File: config.mk
export PLATFORM = sky130hd
export DESIGN_NAME = cph_top
export DESIGN_NICKNAME = d
export VERILOG_FILES = /design/src/hw/cph_pkg.sv /design/src/hw/cph_pix_if.sv /design/src/hw/cph_pix_shift.sv /design/src/hw/cph_top.sv
export SDC_FILE = /design/constraint.sdc
export NUM_CORES = 1
export LEC_CHECK = 0
export ABC_CLOCK_PERIOD_IN_PS = 4100
export BUFFER_PORTS_ARGS = -buffer_cell sky130_fd_sc_hd__buf_2
export CELL_PAD_IN_SITES_DETAIL_PLACEMENT = 1
export CELL_PAD_IN_SITES_GLOBAL_PLACEMENT = 2
export CORE_ASPECT_RATIO = 0.8
export CORE_MARGIN = 3
export CORE_UTILIZATION = 30
export CTS_BUF_LIST = sky130_fd_sc_hd__clkbuf_8
export DETAILED_ROUTE_END_ITERATION = 10
export PLACE_DENSITY_LB_ADDON = 0.1
export SETUP_SLACK_MARGIN = 0.3
export SYNTH_ARGS = -nofsm -noshare
export SYNTH_HDL_FRONTEND = slang
export SYNTH_SLANG_ARGS = --single-unit
File: constraint.sdc
create_clock -name ref_clk -period 4.1 [get_ports ref_clk]
set_clock_uncertainty 0.2 [all_clocks]
set_input_delay 0.615 -clock ref_clk [delete_from_list [all_inputs] [get_ports ref_clk]]
set_output_delay 0.615 -clock ref_clk [all_outputs]
set_load 0.01 [all_outputs]
File: src/hw/cph_pkg.sv
// Constants, state encoding and helpers shared by the parameter command handler.
package cph_pkg;

    // ------------------------------------------------------------
    // Command frame codes, flags and lengths
    // ------------------------------------------------------------
    localparam logic [7:0] CPH_CMD_PERIOD  = 8'hA7;
    localparam logic [7:0] CPH_CMD_SHIFT   = 8'hA5;
    localparam logic [7:0] CPH_CMD_COLUMN  = 8'hA9;
    localparam logic [7:0] CPH_LEN_PERIOD  = 8'h03;
    localparam logic [7:0] CPH_LEN_SHIFT   = 8'h01;
    localparam logic [7:0] CPH_LEN_COLUMN  = 8'h02;
    localparam logic [7:0] CPH_LEN_NONE    = 8'h00;
    localparam logic [7:0] CPH_FLAG_WRITE  = 8'h00;
    localparam logic [7:0] CPH_FLAG_READ   = 8'h01;
    localparam logic [7:0] CPH_FLAG_ANSWER = 8'h00;
    localparam logic [2:0] CPH_HDR_TAIL    = 3'h2;   // Flag and length bytes after the code.

    // ------------------------------------------------------------
    // Legal ranges and reset values of the parameters
    // ------------------------------------------------------------
    localparam logic [23:0] CPH_PERIOD_MIN = 24'h000001;
    localparam logic [7:0]  CPH_SHIFT_MAX  = 8'h03;
    localparam logic [15:0] CPH_COLUMN_MAX = 16'h03EF;
    localparam logic [23:0] CPH_PERIOD_RST = 24'h000001;
    localparam logic [1:0]  CPH_SHIFT_RST  = 2'h0;
    localparam logic [9:0]  CPH_COLUMN_RST = 10'h000;
    localparam logic [10:0] CPH_COL_OFFSET = 11'h001;
    localparam logic [7:0]  CPH_MODE_FREE  = 8'h00;
    localparam logic [7:0]  CPH_MODE_RST   = 8'h00;

    // ------------------------------------------------------------
    // Register port map
    // ------------------------------------------------------------
    localparam logic [3:0] CPH_REG_MODE    = 4'h0;
    localparam logic [3:0] CPH_REG_PERIOD  = 4'h4;
    localparam logic [3:0] CPH_REG_SETUP   = 4'h8;
    localparam int         CPH_SETUP_SHIFT = 0;
    localparam int         CPH_SETUP_COL   = 16;

    // ------------------------------------------------------------
    // Timing
    // ------------------------------------------------------------
    localparam int CPH_CLK_PERIOD_NS = 40;
    localparam int CPH_US_NS         = 1000;
    localparam int CPH_CYC_PER_US    = CPH_US_NS / CPH_CLK_PERIOD_NS;

    // ------------------------------------------------------------
    // Parser states, one-hot
    // ------------------------------------------------------------
    typedef enum logic [5:0] {
        CPH_ST_IDLE = 6'h01,
        CPH_ST_FLAG = 6'h02,
        CPH_ST_LEN  = 6'h04,
        CPH_ST_DATA = 6'h08,
        CPH_ST_EXEC = 6'h10,
        CPH_ST_RESP = 6'h20
    } cph_state_e;

    // Expected length of a known command; zero marks an unknown code.
    function automatic logic [7:0] cph_len_for(input logic [7:0] code);
        case (code)
            CPH_CMD_PERIOD: cph_len_for = CPH_LEN_PERIOD;
            CPH_CMD_SHIFT:  cph_len_for = CPH_LEN_SHIFT;
            CPH_CMD_COLUMN: cph_len_for = CPH_LEN_COLUMN;
            default:        cph_len_for = CPH_LEN_NONE;
        endcase
    endfunction

endpackage

File: src/hw/cph_pix_if.sv
// Pixel path carrier between the command handler and its shift unit.
`timescale 1ns/1ps
`default_nettype none
interface cph_pix_if #(parameter int PIX_W = 10);
    logic             in_valid;
    logic [PIX_W-1:0] pix_in;
    logic [1:0]       shift;
    logic             out_valid;
    logic [PIX_W-1:0] pix_out;

    modport ctl  (output in_valid, pix_in, shift, input out_valid, pix_out);
    modport unit (input in_valid, pix_in, shift, output out_valid, pix_out);
endinterface
`default_nettype wire

File: src/hw/cph_pix_shift.sv
// Digital shift unit that scales pixel values by a power of two.
`timescale 1ns/1ps
`default_nettype none
module cph_pix_shift #(
    parameter int PIX_W = 10
) (
    // Clock and reset
    input  wire logic ref_clk,
    input  wire logic rst_b,
    // Pixel path
    cph_pix_if.unit   pix
);
    import cph_pkg::*;

    localparam logic [PIX_W-1:0] PIX_FULL = '1;

    logic             out_valid_ff;
    logic [PIX_W-1:0] pix_out_ff;
    logic [PIX_W+2:0] wide;

    // Shifted value kept wide so overflow can be detected and clipped.
    always_comb begin
        wide = {3'h0, pix.pix_in} << pix.shift;
    end

    // Clip instead of wrapping: a wrapped bright pixel would read dark.
    always_ff @(posedge ref_clk or negedge rst_b) begin
        if (!rst_b) begin
            out_valid_ff <= 1'b0;
            pix_out_ff   <= '0;
        end else begin
            out_valid_ff <= pix.in_valid;
            pix_out_ff   <= (|wide[PIX_W+2:PIX_W]) ? PIX_FULL : wide[PIX_W-1:0];
        end
    end

    assign pix.out_valid = out_valid_ff;
    assign pix.pix_out   = pix_out_ff;
endmodule
`default_nettype wire

File: src/hw/cph_top.sv
// Parameter command handler: period timer, digital shift and readout window column.
//
// The placing of the registers and the plain strobed port were chosen for this implementation.
`timescale 1ns/1ps
`default_nettype none
// What this block does
// - Period read answered with code, flag zero, three bytes
// - Period write stores value, sends no answer
// - Period bytes arrive low, middle, high
// - Period timer drives triggers only in free run
// - Shift command: one byte, reads answered, writes silent
// - Shift byte zero to three selects shift amount
// - Pixels multiplied by two to shift amount
// - Column command: two bytes, reads answered, writes silent
// - Column bytes arrive low byte first
// - Stored column n means physical column n+1
// - Exposure mode zero is free run with timer
module cph_top #(
    parameter int PIX_W = 10
) (
    // Clock and reset
    input  wire logic             ref_clk,
    input  wire logic             rst_b,
    // Command bytes from the host receiver
    input  wire logic             rx_valid,
    input  wire logic [7:0]       rx_data,
    output logic                  rx_ready,
    // Answer bytes to the host transmitter
    output logic                  tx_valid,
    output logic [7:0]            tx_data,
    input  wire logic             tx_ready,
    // Register port
    input  wire logic [3:0]       reg_addr,
    input  wire logic [31:0]      reg_wdata,
    input  wire logic             reg_wr,
    input  wire logic             reg_rd,
    output logic [31:0]           reg_rdata,
    // Pixel stream
    input  wire logic             pix_in_valid,
    input  wire logic [PIX_W-1:0] pix_in,
    output logic                  pix_out_valid,
    output logic [PIX_W-1:0]      pix_out,
    // Sensor timing and window
    output logic                  frame_trig,
    output logic [10:0]           win_col_start
);
    import cph_pkg::*;

    // ------------------------------------------------------------
    // Declarations
    // ------------------------------------------------------------
    cph_state_e  state_ff;
    cph_state_e  nxt_state;
    logic [7:0]  code_ff;
    logic [7:0]  flag_ff;
    logic [7:0]  len_ff;
    logic [7:0]  cnt_ff;
    logic [23:0] data_ff;
    logic        rx_ready_ff;
    logic        tx_valid_ff;
    logic [7:0]  tx_data_ff;
    logic [39:0] resp_buf_ff;
    logic [2:0]  resp_left_ff;
    logic [23:0] period_ff;
    logic [1:0]  shift_ff;
    logic [9:0]  col_ff;
    logic [10:0] col_start_ff;
    logic [7:0]  mode_ff;
    logic [31:0] rdata_ff;
    logic [4:0]  us_cnt_ff;
    logic [23:0] per_cnt_ff;
    logic        trig_ff;
    logic        take;
    logic        tx_done;
    logic        is_read;
    logic        len_ok;
    logic        do_read;
    logic        do_write;
    logic        free_run;
    logic        us_tick;
    logic [23:0] rd_value;

    localparam logic [4:0] US_LAST = 5'(CPH_CYC_PER_US - 1);

    cph_pix_if #(.PIX_W(PIX_W)) pix_bus ();

    // ------------------------------------------------------------
    // Frame decode helpers
    // ------------------------------------------------------------
    // A byte is consumed only while the parser advertises room for it.
    assign take     = rx_valid && rx_ready_ff;
    assign tx_done  = tx_valid_ff && tx_ready;
    assign is_read  = (flag_ff == CPH_FLAG_READ);
    assign len_ok   = (len_ff == cph_len_for(code_ff)) && (len_ff != CPH_LEN_NONE);
    assign do_read  = (state_ff == CPH_ST_EXEC) && is_read && len_ok;
    assign do_write = (state_ff == CPH_ST_EXEC) && (flag_ff == CPH_FLAG_WRITE) && len_ok;
    assign free_run = (mode_ff == CPH_MODE_FREE);

    // Current setting of the addressed command, for the answer frame.
    always_comb begin
        case (code_ff)
            CPH_CMD_PERIOD: rd_value = period_ff;
            CPH_CMD_SHIFT:  rd_value = {22'h0, shift_ff};
            CPH_CMD_COLUMN: rd_value = {14'h0, col_ff};
            default:        rd_value = '0;
        endcase
    end

    // ------------------------------------------------------------
    // Parser state machine
    // ------------------------------------------------------------
    // A read frame carries no data even though its length is nonzero.
    always_comb begin
        nxt_state = state_ff;
        case (state_ff)
            CPH_ST_IDLE: begin
                if (take) begin
                    nxt_state = CPH_ST_FLAG;
                end
            end
            CPH_ST_FLAG: begin
                if (take) begin
                    nxt_state = CPH_ST_LEN;
                end
            end
            CPH_ST_LEN: begin
                if (take) begin
                    if (is_read || rx_data == CPH_LEN_NONE) begin
                        nxt_state = CPH_ST_EXEC;
                    end else begin
                        nxt_state = CPH_ST_DATA;
                    end
                end
            end
            CPH_ST_DATA: begin
                if (take && (cnt_ff + 8'h01 == len_ff)) begin
                    nxt_state = CPH_ST_EXEC;
                end
            end
            CPH_ST_EXEC: begin
                nxt_state = do_read ? CPH_ST_RESP : CPH_ST_IDLE;
            end
            CPH_ST_RESP: begin
                if (tx_done && resp_left_ff == 3'h0) begin
                    nxt_state = CPH_ST_IDLE;
                end
            end
            default: begin
                nxt_state = CPH_ST_IDLE;
            end
        endcase
    end

    // State register and the registered receive ready.
    always_ff @(posedge ref_clk or negedge rst_b) begin
        if (!rst_b) begin
            state_ff    <= CPH_ST_IDLE;
            rx_ready_ff <= 1'b0;
        end else begin
            state_ff    <= nxt_state;
            rx_ready_ff <= (nxt_state != CPH_ST_EXEC) && (nxt_state != CPH_ST_RESP);
        end
    end

    // Header capture and data assembly, low byte first.
    always_ff @(posedge ref_clk or negedge rst_b) begin
        if (!rst_b) begin
            code_ff <= '0;
            flag_ff <= '0;
            len_ff  <= '0;
            cnt_ff  <= '0;
            data_ff <= '0;
        end else if (take) begin
            case (state_ff)
                CPH_ST_IDLE: begin
                    code_ff <= rx_data;
                end
                CPH_ST_FLAG: begin
                    flag_ff <= rx_data;
                end
                CPH_ST_LEN: begin
                    len_ff  <= rx_data;
                    cnt_ff  <= '0;
                    data_ff <= '0;
                end
                CPH_ST_DATA: begin
                    // Surplus bytes of an oversized frame are counted and dropped.
                    case (cnt_ff)
                        8'h00:   data_ff[7:0]   <= rx_data;
                        8'h01:   data_ff[15:8]  <= rx_data;
                        8'h02:   data_ff[23:16] <= rx_data;
                        default: data_ff        <= data_ff;
                    endcase
                    cnt_ff <= cnt_ff + 8'h01;
                end
                default: begin
                    cnt_ff <= cnt_ff;
                end
            endcase
        end
    end

    // ------------------------------------------------------------
    // Answer frame transmitter
    // ------------------------------------------------------------
    // The code goes out first; the rest waits in a buffer, lowest byte next.
    always_ff @(posedge ref_clk or negedge rst_b) begin
        if (!rst_b) begin
            tx_valid_ff  <= 1'b0;
            tx_data_ff   <= '0;
            resp_buf_ff  <= '0;
            resp_left_ff <= '0;
        end else if (do_read) begin
            tx_valid_ff  <= 1'b1;
            tx_data_ff   <= code_ff;
            resp_buf_ff  <= {rd_value[23:16], rd_value[15:8], rd_value[7:0],
                             len_ff, CPH_FLAG_ANSWER};
            resp_left_ff <= len_ff[2:0] + CPH_HDR_TAIL;
        end else if (tx_done) begin
            if (resp_left_ff == 3'h0) begin
                tx_valid_ff <= 1'b0;
            end else begin
                tx_data_ff   <= resp_buf_ff[7:0];
                resp_buf_ff  <= resp_buf_ff >> 8;
                resp_left_ff <= resp_left_ff - 3'h1;
            end
        end
    end

    // ------------------------------------------------------------
    // Parameter storage
    // ------------------------------------------------------------
    // Writes outside the legal range are dropped so the camera never runs
    // with a zero period or a column past the sensor edge.
    always_ff @(posedge ref_clk or negedge rst_b) begin
        if (!rst_b) begin
            period_ff <= CPH_PERIOD_RST;
            shift_ff  <= CPH_SHIFT_RST;
            col_ff    <= CPH_COLUMN_RST;
        end else if (do_write) begin
            case (code_ff)
                CPH_CMD_PERIOD: begin
                    if (data_ff >= CPH_PERIOD_MIN) begin
                        period_ff <= data_ff;
                    end
                end
                CPH_CMD_SHIFT: begin
                    if (data_ff[7:0] <= CPH_SHIFT_MAX) begin
                        shift_ff <= data_ff[1:0];
                    end
                end
                CPH_CMD_COLUMN: begin
                    if (data_ff[15:0] <= CPH_COLUMN_MAX) begin
                        col_ff <= data_ff[9:0];
                    end
                end
                default: begin
                    period_ff <= period_ff;
                end
            endcase
        end
    end

    // Physical start column is one above the stored setting.
    always_ff @(posedge ref_clk or negedge rst_b) begin
        if (!rst_b) begin
            col_start_ff <= CPH_COL_OFFSET;
        end else begin
            col_start_ff <= {1'b0, col_ff} + CPH_COL_OFFSET;
        end
    end

    // ------------------------------------------------------------
    // Free-run period timer
    // ------------------------------------------------------------
    assign us_tick = (us_cnt_ff == US_LAST);

    // Counters are held clear outside free run so the first period after
    // entering it is complete rather than a leftover fragment.
    always_ff @(posedge ref_clk or negedge rst_b) begin
        if (!rst_b) begin
            us_cnt_ff  <= '0;
            per_cnt_ff <= '0;
            trig_ff    <= 1'b0;
        end else if (!free_run) begin
            us_cnt_ff  <= '0;
            per_cnt_ff <= '0;
            trig_ff    <= 1'b0;
        end else begin
            us_cnt_ff <= us_tick ? 5'h00 : us_cnt_ff + 5'h01;
            trig_ff   <= 1'b0;
            if (us_tick) begin
                if (per_cnt_ff + 24'h000001 >= period_ff) begin
                    per_cnt_ff <= '0;
                    trig_ff    <= 1'b1;
                end else begin
                    per_cnt_ff <= per_cnt_ff + 24'h000001;
                end
            end
        end
    end

    // ------------------------------------------------------------
    // Register port
    // ------------------------------------------------------------
    // Exposure mode is software owned; everything else is read only.
    always_ff @(posedge ref_clk or negedge rst_b) begin
        if (!rst_b) begin
            mode_ff <= CPH_MODE_RST;
        end else if (reg_wr && reg_addr == CPH_REG_MODE) begin
            mode_ff <= reg_wdata[7:0];
        end
    end

    // Read data stand only in the cycle after the strobe; unmapped reads zero.
    always_ff @(posedge ref_clk or negedge rst_b) begin
        if (!rst_b) begin
            rdata_ff <= '0;
        end else begin
            rdata_ff <= '0;
            if (reg_rd) begin
                case (reg_addr)
                    CPH_REG_MODE:   rdata_ff <= {24'h0, mode_ff};
                    CPH_REG_PERIOD: rdata_ff <= {8'h0, period_ff};
                    CPH_REG_SETUP: begin
                        rdata_ff[CPH_SETUP_SHIFT +: 2] <= shift_ff;
                        rdata_ff[CPH_SETUP_COL +: 10]  <= col_ff;
                    end
                    default:        rdata_ff <= '0;
                endcase
            end
        end
    end

    // ------------------------------------------------------------
    // Pixel shift unit
    // ------------------------------------------------------------
    assign pix_bus.in_valid = pix_in_valid;
    assign pix_bus.pix_in   = pix_in;
    assign pix_bus.shift    = shift_ff;

    cph_pix_shift #(.PIX_W(PIX_W)) u_shift (
        .ref_clk (ref_clk),
        .rst_b   (rst_b),
        .pix     (pix_bus.unit)
    );

    // Outputs, each from a flip-flop.
    assign rx_ready      = rx_ready_ff;
    assign tx_valid      = tx_valid_ff;
    assign tx_data       = tx_data_ff;
    assign reg_rdata     = rdata_ff;
    assign pix_out_valid = pix_bus.out_valid;
    assign pix_out       = pix_bus.pix_out;
    assign frame_trig    = trig_ff;
    assign win_col_start = col_start_ff;
endmodule
`default_nettype wire

After elaboration in Yosys (flattened, before gate mapping)
Index checks and enable logic that the tools add are counted.
{"block": "classes", "n_shift": 1, "eq_ne": 24, "muxes": 40, "reduce_logical": 35, "magnitude_cmp": 4, "n_addsub": 6}
{"operator": "$mux 40", "count": 3}
{"operator": "$mux 24", "count": 3}
{"operator": "$pmux 24 s3", "count": 1}
{"operator": "$mux 8", "count": 6}
{"operator": "$pmux 24 s2", "count": 1}
{"operator": "$mux 6", "count": 6}
{"operator": "$pmux 6 s6", "count": 1}
{"operator": "$logic_not 8->1", "count": 4}
{"operator": "$pmux 14 s2", "count": 1}
{"operator": "$mux 26", "count": 1}
{"operator": "$add 24x1->24 const B", "count": 1}
{"operator": "$eq 8x8->1 const B", "count": 3}
{"operator": "$ge 24x1->1 const B", "count": 1}
{"operator": "$ge 24x24->1", "count": 1}
{"operator": "$pmux 10 s2", "count": 1}
{"operator": "$reduce_and 3->1", "count": 6}
{"operator": "$eq 8x1->1 const B", "count": 2}
{"operator": "$eq 8x8->1", "count": 2}
{"operator": "$le 16x10->1 const B", "count": 1}
{"operator": "$pmux 8 s2", "count": 1}
{"operator": "$mux 5", "count": 3}
{"operator": "$shl 10x2->13", "count": 1}
{"operator": "$pmux 2 s3", "count": 2}
{"operator": "$reduce_and 2->1", "count": 6}
{"operator": "other kinds (30)", "count": 52}
{"block": "totals", "elab_cells": 134, "inputBits": 61, "reg_bits": 243}

Logic depth before layout (Yosys ltp)
{"block": "logic_depth", "depth_word": 9, "depth_mapped": 16}

By module
Synthesis repeated with hierarchy kept, for this count alone.
{"block": "unflattened", "hier_cells": 1062, "hier_area_um2": 11340.9}
{"module": "cph_top", "area_each_um2": 10767.8, "cells_each": 1014, "instances": 1}
{"module": "cph_pix_shift", "area_each_um2": 573.0, "cells_each": 48, "instances": 1}

Worst setup path before layout
Ideal clock, no wire load.
{"block": "synth_path", "kind": "flip-flop to flip-flop", "start": "register per_cnt_ff[0]", "end": "register per_cnt_ff[1]", "t_arrival_ps": 3429, "setup_ps": 66, "slack_ps": 404, "path_buffers": 3, "stages_incl_launch_ff": 17, "cell_sequence": "dfrtp_1 > ha_1 > and4_1 > clkbuf_1 > nand3_1 > or3_1 > clkbuf_1 > nor3_1 > xor2_1 > ha_1 > o21ai_0 > nor2_1 > nor3_1 > o211ai_1 > a21boi_0 > clkbuf_1 > a22o_1"}
{"block": "synth_between", "elab_chain_len": 5}
{"element": "from (decl)", "line": "cph_top.sv:71", "source": "logic [23:0] per_cnt_ff;"}
{"element": "from (signal assigned)", "line": "cph_top.sv:297", "source": "per_cnt_ff <= per_cnt_ff + 24'h000001;"}
{"element": "$add 24x1->24 *", "line": "cph_top.sv:293, cph_top.sv:297"}
{"element": "$ge 24x24->1", "line": "cph_top.sv:293", "source": "if (per_cnt_ff + 24'h000001 >= period_ff) begin"}
{"element": "$mux 24 *", "line": "cph_top.sv:293"}
{"element": "$mux 24 *", "line": "cph_top.sv:292", "source": "if (us_tick) begin"}
{"element": "$mux 24 *", "line": "cph_top.sv:285", "source": "end else if (!free_run) begin"}
Every way passes the cells marked *; elsewhere a longest branch is shown, timed or not. The select of a mux whose other input is x is not followed.
A chain may end at the register's enable or synchronous reset.

Final worst setup path
{"block": "layout_path", "start": "register per_cnt_ff[0]", "end": "register per_cnt_ff[0]"}
The elaborated chain is that of the path after synthesis.

==> flow_summary.yaml <==
run_status:
  status: "complete, no violations"
worst_setup_path:
  max_stage_delay_ns: 0.40
  worstPathRequired_ns: 4.39
  path_cells: "ha_2 > and4_4 > nand3_1 > or3_1 > buf_4 > xnor2_1 > ha_1 > nand4_1 > nand3_1 > nor3_1 > o211ai_1 > a21boi_2 > buf_6 > mux2_2"
  cp.arrival_ns: 3.87
  reg2reg_depth: 14
  endpoint_kind: "flip-flop"
  crit_slowest_cell: "dfrtp_2"
  worstSetupPathDepth: 14
  worstSetupPathType: "flip-flop to flip-flop"
  crit_fanout: 7
  critPathMostFrequentCell: "nand3_1"
  critPathBufInv: 2
  start_kind: "flip-flop"
  critPathTopFamily: "simple AND/OR/NAND/NOR gates"
drt:
  wl_per_cell_um: 20.4
  vias: 8720
  first_iter_violations: 454
  dr.pass1.iters: 4
  ant_nets: 0
  via_per_inst: 5.07
  wirelength_um: 35000
  drcViolationCount: 0
cells_and_area:
  multi_input_area_sq_um: 5160
  diodes: 0
  fin_area_sq_um: 13500
  drive_gt1_frac: 0.235
  final_nets: 1294
  fill_cells: 4240
  instances_no_fill: 1720
  final-seq-area_sq_um: 5940
  synthToLayoutAreaGrowth_pct: 18.5
timing:
  setup_viol: 0
  final.setup.tns_ns: 0
  grt_setup_unrepaired: "no"
  period_share: 0.874
  relSlewSlack: 0.280
  hold_violations: 0
  tightest_slew_ns: 1.08
  whs_ns: 0.0907
  maxSlewViolCount: 0
  fmax_ghz: 0.279
  fin_crit_ns: 3.58
grt:
  grt_pass1_vias: 9061
  grt_overflow: 0
  grt_util_met3: 0.0301
  busiest_layer: "met1"
  grt_start_max_net_pins: 94
  grt_util_met1: 0.266
  grtUsageMet2: 0.255
  antenna_found_initial: 0
  grtUsageTotal: 0.173
  grt_pass1_wl_um: 54900
clock_tree:
  clk_latency_ns: 0.55
  cts_max_path_buffers: 3
  cts_made_buffers: 45
  cts_sinks: 237
  root_buffer: "clkbuf_8"
  clkTransAtPathRegs_ns: 0.06
  htree_levels: 2
  cts_setup_buffers: 0
  cts_tree: "yes"
synth:
  syn-instance-count: 1094
  async_flop_share: 1.00
  ys_seq_area_frac: 0.519
  synth_edf_count: 0
  synth_area_per_cell_sq_um: 10.5
  synth.distinct_cells: 58
  ys.flop_type: "dfrtp_1"
  ys_warn_count: 0
  netlist_area_sq_um: 11400
  synth.ff_latch_count: 237
pwr:
  power_mw: 6.05
  p_per_area_nw_per_um2: 447
  p_leak_nw: 6.30
  ir_worst_vdd_v: 0.000215
placement:
  place_hpwl_um: 24200
  io_buffers: 95
  place_area_sq_um: 12500
  gp_congestion: 0.733
  dp_cells: 1636
run:
  drv_cap: 0
floorplanning:
  die_w_um: 224
  boundaryPins: 126
  rows: 63
  die_area_sq_um: 40500
  start_util: 0.306
  coreArea_sq_um: 37400
  die_h_um: 181
hold_path:
  whs_path_depth: 2
  hp-class: "input pin to flip-flop"
## cells in the mapped netlist (all sizes together) (17+ instances only)
cell type / count / area, sq um
dfrtp: 234 / 5860
xnor2: 37 / 324
inv: 32 / 120
nand4: 17 / 106
nor2b: 20 / 125
and3: 18 / 113
nor4: 18 / 119
ha: 34 / 425
nand2: 149 / 559
o21ai: 55 / 275
a31oi: 22 / 138
xor2: 23 / 201
clkbuf: 48 / 180
nand3: 73 / 365
nor2: 46 / 173
buf: 21 / 126
a21oi: 36 / 180
mux2: 74 / 908
## sequential cells by signal, summed over array words and instances, names as in the netlist, 2 cells and up
signal	cells
state_ff	6
code_ff	8
pix_bus.shift	2
len_ff	8
us_cnt_ff	5
flag_ff	8
u_shift.pix.pix_out	10
mode_ff	8
reg_rdata	26
data_ff	24
period_ff	24
win_col_start	11
cnt_ff	8
resp_left_ff	3
resp_buf_ff	40
tx_data	8
per_cnt_ff	24
col_ff	10
## area by class of cell
| type | count | share of cell area |
|---|---|---|
| multi-input cells | 761 | 0.381 |
| repair buffers | 122 | 0.0536 |
| flip-flops and latches | 237 | 0.438 |
| inverters | 32 | 0.00887 |
| clock inverters | 18 | 0.00951 |
| well taps | 487 | 0.0450 |
| clock buffers | 63 | 0.0640 |
## per-layer routing
layer / routed length (um) / vias to the layer above
li1: - / 4113
met1: 18200 / 4455
met2: 15000 / 118
met3: 1380 / 34
met4: 437 / 0
met5: 0 / -
## timing repair
action	CTS	global route
hold buffers	2	0
hold endpoints to repair	61	0
resized for setup	0	21
endpoints found under the setup margin	0	24
## where the power goes
| part | total (mW) | switching [mW] | internal (mW) | leakage (nW) |
|---|---|---|---|---|
| clock | 2.53 | 1.04 | 1.48 | 0.556 |
| sequential | 2.71 | 0.185 | 2.53 | 3.20 |
| combinational | 0.815 | 0.473 | 0.342 | 2.54 |
## metrics by stage
step	util	worst slack [ns]
finish	0.363	0.518
CTS	0.361	0.303
global placement	0.334	0.416
detailed placement	0.334	0.361
floorplan	-	0.404
global route	0.363	0.255
## placed cells by master (no fill, tap or decap), drive strengths merged, types with 6 or more instances in the layout
master,Yosys,final
a22o,13,13
and4,6,6
clkbuf,48,63
mux2,74,74
xor2,23,23
nand4,17,17
dfrtp,234,234
nor3,9,9
xnor2,37,37
nand2,149,149
nor4,18,18
conb,1,6
a31oi,22,22
inv,32,43
nand3,73,73
a211oi,16,16
o211ai,7,7
ha,34,34
and3,18,18
a22oi,14,14
a21oi,36,36
nor2,46,46
a221oi,10,10
mux2i,7,7
nor2b,20,20
buf,21,120
o21ai,55,55
## kinds of logic (layout without fill, tap and decap cells)
logic type / Yosys count / count (layout) / synth area share
simple gates: 389 / 389 / 0.168
flops: 237 / 237 / 0.519
compound gates: 191 / 191 / 0.107
buf+inv: 101 / 235 / 0.0373
mux: 81 / 81 / 0.0856
xor+xnor: 60 / 60 / 0.0460
fa+ha+maj: 34 / 34 / 0.0372
other cells: 1 / 6 / 0.000328
## final timing paths
check	from	end	slack, ns
worst max-delay path	per_cnt_ff[0]$_DFFE_PN0P_	per_cnt_ff[0]$_DFFE_PN0P_	0.52
worst min register to register	tx_data[0]$_DFFE_PN0P_	tx_data[0]$_DFFE_PN0P_	0.29
worst min-delay path	reg_wdata[2]	mode_ff[2]$_DFFE_PN0P_	0.09
min in group asynchronous	rst_b	u_shift.pix.out_valid$_DFF_PN0_	0.39
worst max register to register	per_cnt_ff[0]$_DFFE_PN0P_	per_cnt_ff[0]$_DFFE_PN0P_	0.52
max in group asynchronous	rst_b	per_cnt_ff[5]$_DFFE_PN0P_	2.35
Note: power is estimated with default switching activity, not from simulation.
